$ cat src/design/vector_map_pkg.sv
// constants and types for the reset and interrupt vector map
// assumes one 40 MHz clock and a classic wishbone master outside
// Contract
// - reset starts execution at address zero while the fuse is unprogrammed
// - external requests and timer2 at 0x001-0x004
// - timer1 capture, compares, overflow at 0x005-0x008
// - timer0 overflow 0x009, serial transfer 0x00a
// - usart receive, buffer empty, transmit 0x00b-0x00d
// - converter to store-program ready at 0x00e-0x012
// - programmed fuse moves reset to boot address
// - select bit adds boot start to vectors
// - reset address and vector base chosen independently
// - fuse one is unprogrammed, zero is programmed
// - vector fetched only when interrupt is taken
// - select zero puts vectors at flash start
// - enable then select within four cycles
// - block interrupts during the change sequence
package vector_map_pkg;
    localparam int ADDR_W = 12;
    localparam int NUM_SRC = 18;
    localparam int SRC_W = 5;
    localparam logic [11:0] RESET_ADDR = 12'h000;
    localparam logic [11:0] FIRST_VEC = 12'h001;
    localparam logic [11:0] BOOT_START_DEF = 12'hc00;
    localparam int CHANGE_WIN = 4;
    localparam logic [3:0] WIN_CNT = 4'h4;
    localparam logic [3:0] POST_CNT = 4'h2;
    // register byte addresses
    localparam logic [7:0] ADR_CTRL = 8'h00;
    localparam logic [7:0] ADR_STAT = 8'h04;
    localparam logic [7:0] ADR_MASK = 8'h08;
    localparam logic [7:0] ADR_LAST = 8'h0c;
    // control field positions
    localparam int BIT_SEL = 1;
    localparam int BIT_CHG = 0;
    localparam int BIT_FUSE = 2;
    // status field positions
    localparam int EV_TAKEN = 0;
    localparam int EV_TIMEOUT = 1;
    localparam int EV_MOVED = 2;
    localparam int EV_W = 3;
    typedef enum logic [1:0] {
        GUARD_IDLE = 2'b00,
        GUARD_OPEN = 2'b01,
        GUARD_POST = 2'b11
    } guard_state_t;
endpackage

$ cat src/design/vector_fetch_if.sv
// carries a taken interrupt from the core side to the address former
// assumes both ends share clk_i
`timescale 1ns/1ps
interface vector_fetch_if;
    logic take;
    logic [4:0] src;
    logic [11:0] base;
    logic [11:0] addr;
    modport ctl (output take, output src, output base, input addr);
    modport former (input take, input src, input base, output addr);
endinterface

$ cat src/design/reset_interrupt_vector_map.sv
// reset and interrupt vector address generator with wishbone registers
// assumes the core asserts take_i for one cycle per accepted interrupt
`timescale 1ns/1ps
module reset_interrupt_vector_map #(
    parameter logic [11:0] BOOT_START = vector_map_pkg::BOOT_START_DEF
) (
    input wire logic clk_i,
    input wire logic rst_i,
    input wire logic boot_reset_select_fuse_i,
    input wire logic [17:0] irq_req_i,
    input wire logic take_i,
    output logic [11:0] reset_addr_o,
    output logic [11:0] fetch_addr_o,
    output logic fetch_valid_o,
    output logic irq_block_o,
    output logic [4:0] irq_pending_src_o,
    output logic irq_pending_o,
    input wire logic wb_cyc_i,
    input wire logic wb_stb_i,
    input wire logic wb_we_i,
    input wire logic [7:0] wb_adr_i,
    input wire logic [3:0] wb_sel_i,
    input wire logic [31:0] wb_dat_i,
    output logic [31:0] wb_dat_o,
    output logic wb_ack_o,
    output logic irq_o
);
    import vector_map_pkg::*;

    // ---------------------------------------------------------------
    // pin synchronisers
    // ---------------------------------------------------------------
    logic fuse_s1_r, fuse_s2_r;
    logic [17:0] req_s1_r, req_s2_r;
    always_ff @(posedge clk_i) begin
        fuse_s1_r <= boot_reset_select_fuse_i;
        fuse_s2_r <= fuse_s1_r;
        req_s1_r <= irq_req_i;
        req_s2_r <= req_s1_r;
    end

    // fuse caught once after reset release, held until next reset
    logic fuse_prog_r, fuse_cap_r;
    always_ff @(posedge clk_i) begin
        if (rst_i) begin
            fuse_cap_r <= 1'b0;
            fuse_prog_r <= 1'b0;
        end else if (!fuse_cap_r) begin
            fuse_cap_r <= 1'b1;
            fuse_prog_r <= ~fuse_s2_r;
        end
    end

    // ---------------------------------------------------------------
    // bus decode
    // ---------------------------------------------------------------
    wire bus_req = wb_cyc_i & wb_stb_i & ~wb_ack_o;
    wire wr_en = bus_req & wb_we_i & wb_sel_i[0];
    wire rd_en = bus_req & ~wb_we_i;
    wire hit_ctrl = wb_adr_i == ADR_CTRL;
    wire hit_stat = wb_adr_i == ADR_STAT;
    wire hit_mask = wb_adr_i == ADR_MASK;
    wire hit_last = wb_adr_i == ADR_LAST;
    wire ctrl_wr = wr_en & hit_ctrl;
    wire wr_chg = wb_dat_i[BIT_CHG];
    wire wr_sel = wb_dat_i[BIT_SEL];

    // ---------------------------------------------------------------
    // timed change sequence
    // ---------------------------------------------------------------
    guard_state_t guard_r, guard_nxt;
    logic [3:0] win_r, win_nxt;
    logic sel_r, sel_nxt;
    logic moved_ev, timeout_ev;
    wire chg_set = ctrl_wr & wr_chg;
    wire sel_write = ctrl_wr & ~wr_chg & (guard_r == GUARD_OPEN);

    always_comb begin
        guard_nxt = guard_r;
        win_nxt = win_r;
        sel_nxt = sel_r;
        moved_ev = 1'b0;
        timeout_ev = 1'b0;
        case (guard_r)
            GUARD_IDLE: begin
                if (chg_set) begin
                    guard_nxt = GUARD_OPEN;
                    win_nxt = WIN_CNT - 4'h1;
                end
            end
            GUARD_OPEN: begin
                if (sel_write) begin
                    sel_nxt = wr_sel;
                    moved_ev = 1'b1;
                    guard_nxt = GUARD_POST;
                    win_nxt = POST_CNT - 4'h1;
                end else if (chg_set) begin
                    win_nxt = WIN_CNT - 4'h1;
                end else if (win_r == 4'h0) begin
                    guard_nxt = GUARD_IDLE;
                    timeout_ev = 1'b1;
                end else begin
                    win_nxt = win_r - 4'h1;
                end
            end
            GUARD_POST: begin
                if (win_r == 4'h0) begin
                    guard_nxt = GUARD_IDLE;
                end else begin
                    win_nxt = win_r - 4'h1;
                end
            end
            default: begin
                guard_nxt = GUARD_IDLE;
            end
        endcase
    end

    always_ff @(posedge clk_i) begin
        if (rst_i) begin
            guard_r <= GUARD_IDLE;
            win_r <= 4'h0;
            sel_r <= 1'b0;
        end else begin
            guard_r <= guard_nxt;
            win_r <= win_nxt;
            sel_r <= sel_nxt;
        end
    end
    wire chg_bit = guard_r == GUARD_OPEN;
    // blocking also covers the write cycle itself
    wire blocked = chg_bit | (guard_r == GUARD_POST) | chg_set;

    // ---------------------------------------------------------------
    // pending source pick, lowest slot first
    // ---------------------------------------------------------------
    logic [4:0] pick;
    logic any;
    always_comb begin
        pick = 5'h00;
        any = 1'b0;
        for (int i = NUM_SRC - 1; i >= 0; i--) begin
            if (req_s2_r[i]) begin
                pick = 5'(i);
                any = 1'b1;
            end
        end
    end

    // ---------------------------------------------------------------
    // vector address forming
    // ---------------------------------------------------------------
    vector_fetch_if vf ();
    wire [11:0] vec_base = sel_r ? BOOT_START : RESET_ADDR;
    assign vf.take = take_i & irq_pending_o;
    assign vf.src = irq_pending_src_o;
    assign vf.base = vec_base;
    vector_addr_former u_former (
        .vf(vf)
    );
    // reset address independent of the select bit
    wire [11:0] rst_addr_w = fuse_prog_r ? BOOT_START : RESET_ADDR;

    // ---------------------------------------------------------------
    // status, mask and interrupt
    // ---------------------------------------------------------------
    logic [2:0] stat_r, mask_r;
    logic [11:0] last_r;
    wire [2:0] ev = {moved_ev, timeout_ev, vf.take};
    wire stat_rd = rd_en & hit_stat;
    logic [31:0] rd_mux;
    always_comb begin
        rd_mux = 32'h0000_0000;
        if (hit_ctrl) begin
            rd_mux[BIT_SEL] = sel_r;
            rd_mux[BIT_CHG] = chg_bit;
            rd_mux[BIT_FUSE] = fuse_prog_r;
        end else if (hit_stat) begin
            rd_mux[2:0] = stat_r;
        end else if (hit_mask) begin
            rd_mux[2:0] = mask_r;
        end else if (hit_last) begin
            rd_mux[11:0] = last_r;
        end
    end

    always_ff @(posedge clk_i) begin
        if (rst_i) begin
            stat_r <= 3'h0;
            mask_r <= 3'h0;
            last_r <= 12'h000;
            wb_ack_o <= 1'b0;
            wb_dat_o <= 32'h0000_0000;
            irq_o <= 1'b0;
        end else begin
            // set wins over the read clear
            stat_r <= (stat_rd ? 3'h0 : stat_r) | ev;
            if (wr_en & hit_mask) begin
                mask_r <= wb_dat_i[2:0];
            end
            if (vf.take) begin
                last_r <= vf.addr;
            end
            wb_ack_o <= bus_req;
            wb_dat_o <= rd_en ? rd_mux : 32'h0000_0000;
            irq_o <= |(((stat_rd ? 3'h0 : stat_r) | ev) & mask_r);
        end
    end

    // ---------------------------------------------------------------
    // core facing outputs
    // ---------------------------------------------------------------
    always_ff @(posedge clk_i) begin
        if (rst_i) begin
            reset_addr_o <= RESET_ADDR;
            fetch_addr_o <= RESET_ADDR;
            fetch_valid_o <= 1'b0;
            irq_block_o <= 1'b0;
            irq_pending_src_o <= 5'h00;
            irq_pending_o <= 1'b0;
        end else begin
            reset_addr_o <= rst_addr_w;
            // fetch only on a taken interrupt
            fetch_valid_o <= vf.take;
            if (vf.take) begin
                fetch_addr_o <= vf.addr;
            end
            irq_block_o <= blocked;
            irq_pending_src_o <= pick;
            irq_pending_o <= any & ~blocked;
        end
    end
endmodule

$ cat src/design/vector_addr_former.sv
// combinational vector address former
// assumes the source index is below the number of sources
`timescale 1ns/1ps
module vector_addr_former (
    vector_fetch_if.former vf
);
    import vector_map_pkg::*;
    // ---------------------------------------------------------------
    // table slot of a source
    // ---------------------------------------------------------------
    function automatic logic [11:0] slot(input logic [4:0] s);
        slot = FIRST_VEC + {7'h00, s};
    endfunction
    wire [11:0] slot_w = slot(vf.src);
    assign vf.addr = vf.base + slot_w;
endmodule

$ cat config.mk
export PLATFORM = sky130hd
export DESIGN_NAME = reset_interrupt_vector_map
export DESIGN_NICKNAME = d
export VERILOG_FILES = /design/src/design/vector_map_pkg.sv /design/src/design/vector_fetch_if.sv /design/src/design/reset_interrupt_vector_map.sv /design/src/design/vector_addr_former.sv
export SDC_FILE = /design/constraint.sdc
export NUM_CORES = 1
export LEC_CHECK = 0
export CAP_MARGIN = 20
export CORE_MARGIN = 1.5
export CORE_UTILIZATION = 67
export DETAILED_ROUTE_END_ITERATION = 8
export DONT_BUFFER_PORTS = 1
export PLACE_DENSITY = 0.83
export SETUP_SLACK_MARGIN = 0.1
export SKIP_LAST_GASP = 1
export SLEW_MARGIN = 10
export SYNTH_ARGS = -nofsm -noshare
export SYNTH_HDL_FRONTEND = slang
export SYNTH_HIERARCHICAL = 1
export SYNTH_SLANG_ARGS = --single-unit
export TNS_END_PERCENT = 30
$ cat constraint.sdc
create_clock -name clk_i -period 3.1 [get_ports clk_i]
set_clock_uncertainty 0.05 [all_clocks]
set_input_delay 0.465 -clock clk_i [delete_from_list [all_inputs] [get_ports clk_i]]
set_output_delay 0.465 -clock clk_i [all_outputs]
set_load 0.005 [all_outputs]
==> results.md <==
CTS:
- TritonCTS built the clock tree.
- CTS saw 88 sinks.
- The clock latency at the later pin of the worst-skew pair is 0.35 ns.
- Clock tree synthesis inserted a total of 9 buffers.
- The clock slew at the register clock pins of the worst setup and hold paths is 0.09 ns.
- The number of setup buffers added after CTS is 0.
- No sink is reached through more buffers than the 2 on the longest clock path.
- The master cell of the clock root buffer is clkbuf_8.
- The total of hold buffers inserted after clock tree synthesis is 0.
- The H-tree was split into 3 levels.
- In this run, post-CTS repair resized a total of 0 instances.

Setup path:
- Of all nets on the critical path, the largest fanout is 7.
- On the critical path, the stage with the largest delay is an instance of nor3_1.
- The largest single stage delay on the critical path is 0.58 ns.
- STA puts the critical path data arrival time at 2.20 ns.
- The worst setup path is captured at a flop.
- The worst endpoint required time is 3.30 ns.
- Traced cell by cell, the critical path runs through nand3b_1, nor3_1, nor3b_4, o22ai_1, and3_1.
- The startpoint of the worst register-to-register path is wb_ack_o.
- The start-to-end type of the worst setup path is reg2reg.
- In this run the worst setup path begins at wb_ack_o.
- The element type at the critical path start is a flop.

Timing:
- The worst path needs 2.00 ns of the cycle, external delays included.
- In the finished design, the share of the clock period the worst path needs comes to 64.4%.
- Summed over all failing endpoints, the final setup total negative slack is 0 ns.
- The worst max-slew margin expressed relative to the limit is 59.5%.
- The worst-margin pin slew is 0.602 ns.
- The final-report setup violation count is 0.
- Setup repair after global routing left no endpoint under its margin.
- The final count of hold timing violations came to 0.
- The highest attainable clock frequency is 0.501 GHz.
- The final number of max-transition violations is 0.

Die:
- Measured along the y axis, the die boundary spans 74.2 µm.
- In this run the standard cell core region covers 0.00482 mm².
- The width of the chip is 74.2 µm.
- The initial core utilization is 70.5%.
- The die area is 0.00551 mm².
- Pin placement for this block handled 135 I/O pins.
- The standard-cell row count is 25.

Place:
- The half-perimeter wire length after placement is 4200 µm.
- Routability-driven placement finished with a final weighted congestion of 0.913.
- Once placement finished, the instance area stood at 0.00339 mm².
- The count of buffers from port buffering is 0.

Detailed routing:
- The detailed router finished its first iteration with 89 violations.
- The number of design rule violations left after detail routing is 0.
- Summed over all layers, the routed wires come to 5700 µm.
- The via count normalized by instance count is 5.21.
- After detailed routing, the average wire length per cell comes to 12.8 µm.
- The routed layout has 2,318 vias.
- Before antenna repair, the detailed router went through 4 iterations.
- The count of nets left with antenna violations once routing finished came out at 0.

Cells and area:
- The number of diodes added for antenna fixing is 0.
- The finished cells cover 0.00359 mm².
- After filler insertion, the fill cell instance count of the layout stands at 376.
- The final layout contains 449 nets.
- Relative to the synthesized area, the layout overhead comes to 5.71%.
- The share of layout cells above drive strength 1 is 7.14%.

Global routing:
- The number of global-route vias before repair is 1,964.
- Global routing finished with a remaining overflow of 0.
- The number of antenna violations at the first check in global routing is 0.
- The global-route wire length before repair is 8690 µm.
- Global routing used 21.6% of the available tracks.
- The largest net degree at the start of global routing is 33.

Logic synthesis:
- The number of enable flip-flop cells after synthesis is 0.
- The cell type with the highest aggregate area in the netlist is dfxtp_1.
- A synthesized cell averages 9.71 µm².
- The top cell type by area accounts for 51.9% of the synthesized area.
- In the synthesized netlist the async set-or-reset flop fraction comes to 0%.
- After synthesis, the cell types taking the most area are dfxtp_1 52%, buf_4 6.9%, nand2_1 4.3%, a21oi_1 3.5%, nor2_1 2.5%.
- The synthesis warning total is 6.
- The share of the Yosys chip area taken by registers is 51.9%.
- Summing every instance area after synthesis gives 0.00340 mm².
- The unique cell type count in the Yosys netlist is 55.
- The top flip-flop cell by instance count after synthesis is dfxtp_1.
- The flop and latch count out of synthesis is 88.
- After technology mapping, the gate count stands at 350.

Power:
- The areal power density over the cells is 575 mW/mm².
- The worst IR drop on VDD is 490 µV.
- In this run the static leakage power is 1.45 nW.
- The total power after layout is 0.00206 W.

Hold path:
- The worst hold path begins at irq_req_i[11].
- The tightest min-delay check is of the in2reg type.

Outcome:
- The run finished with clean final reports.

Flow run:
- Max-cap violations in this run came to 0.
[per-stage QoR]
step	util [%]	cells	setup WS (ns)	hold WS, ns
finish	74.5	445	1.10	0.0818
global route	74.5	445	0.857	0.0611
CTS	74.5	445	1.12	0.0709
detailed placement	70.3	429	0.951	0.262
global placement	70.3	429	1.02	0.261
floorplan	-	402	1.14	0.260
[logic make-up (layout without fill, tap and decap cells)]
| kind of cell | Yosys count | in the layout | synth area share (%) |
|---|---|---|---|
| AOI/OAI and AO/OA | 60 | 60 | 11.1 |
| xor gates and xnor gates | 9 | 9 | 2.32 |
| adders and majority gates | 7 | 7 | 2.80 |
| buffers and inverters | 55 | 31 | 10.2 |
| DFF | 88 | 88 | 51.9 |
| muxes | 7 | 7 | 2.43 |
| other | 1 | 53 | 0.110 |
| and+or+nand+nor | 123 | 123 | 19.2 |
[power by group]
part	internal, W	switching [W]	leakage (nW)	total, W
Clock	0.000395	0.000393	0.0949	0.000788
Combinational	0.0000328	0.0000508	0.625	0.0000836
Sequential	0.00117	0.0000240	0.726	0.00119
Total	0.00160	0.000467	1.45	0.00206
[cell usage after synthesis (3+ instances only)]
library cell and number:
clkbuf_1 4, buf_4 31, a21oi_1 24, and3_1 6, nor3b_1 4, xnor2_1 9, and2_1 9, a31oi_1 4
o21ai_0 8, nor4b_1 3, nor4_1 6, nand2_1 39, ha_1 6, inv_1 15, nor2_1 23, dfxtp_1 88
mux2i_1 6, nand2b_1 6, o2111ai_1 3, nor2b_1 4, nor3_1 8
[critical path: cells and delay by family (launching register included)]
kind            cells  cell delay (ns)
compound gates      1             0.11
flops               1             0.33
simple gates        4             1.41
[layout make-up]
| class | count | area, µm² | share of cell area (%) |
|---|---|---|---|
| sequential | 88 | 1760 | 49.1 |
| multi-input combinational | 259 | 1490 | 41.4 |
| clock buffer | 10 | 138 | 3.83 |
| tap | 67 | 83.8 | 2.33 |
| clock inverter | 6 | 66.3 | 1.85 |
| inverter | 15 | 56.3 | 1.57 |
[placed cells by master (no fill, tap or decap), types with 2 or more instances in the layout]
cell,count
nand2_1,39
dfxtp_1,88
nor3b_1,4
clkinvlp_4,3
clkbuf_8,10
o21ai_1,2
ha_1,6
nand3b_1,2
o211ai_1,2
a21oi_1,24
a211oi_1,2
o21ai_0,8
a21oi_2,2
nand2b_1,6
nor4b_1,3
nor4_1,6
nand3_1,2
xnor2_1,9
o31ai_1,2
conb_1,53
nor2_1,23
a31oi_1,4
and3_1,6
and2_1,9
nor2b_1,4
inv_1,15
o2111ai_1,3
mux2i_1,6
nor3_1,8
a2111oi_0,2
[final timing paths]
path	endpoint	cells after the start	slack (ns)
min	req_s1_r[11]	0	0.08
max reg2reg	win_r[3]	5	1.10
min reg2reg	req_s2_r[8]	0	0.28
max	win_r[3]	5	1.10
[sequential cells by signal, indices dropped and copies added, names as in the netlist, 2 cells and up]
register and flops:
req_s1_r 18, req_s2_r 18, fetch_addr_o 12, wb_dat_o 12, irq_pending_src_o 5, win_r 4, mask_r 3, stat_r 3
guard_r 2
[layer usage]
layer | part of all wire [%] | routed length (µm) | track usage, % | vias to the layer above
li1 | - | - | - | 1154
met1 | 40 | 2300 | 23.6 | 1071
met2 | 51 | 2910 | 37.0 | 80
met3 | 6.1 | 347 | 6.91 | 13
met4 | 2.5 | 144 | 11.7 | 0
met5 | 0 | 0 | 0 | -
(Power assumes the default switching activity.)
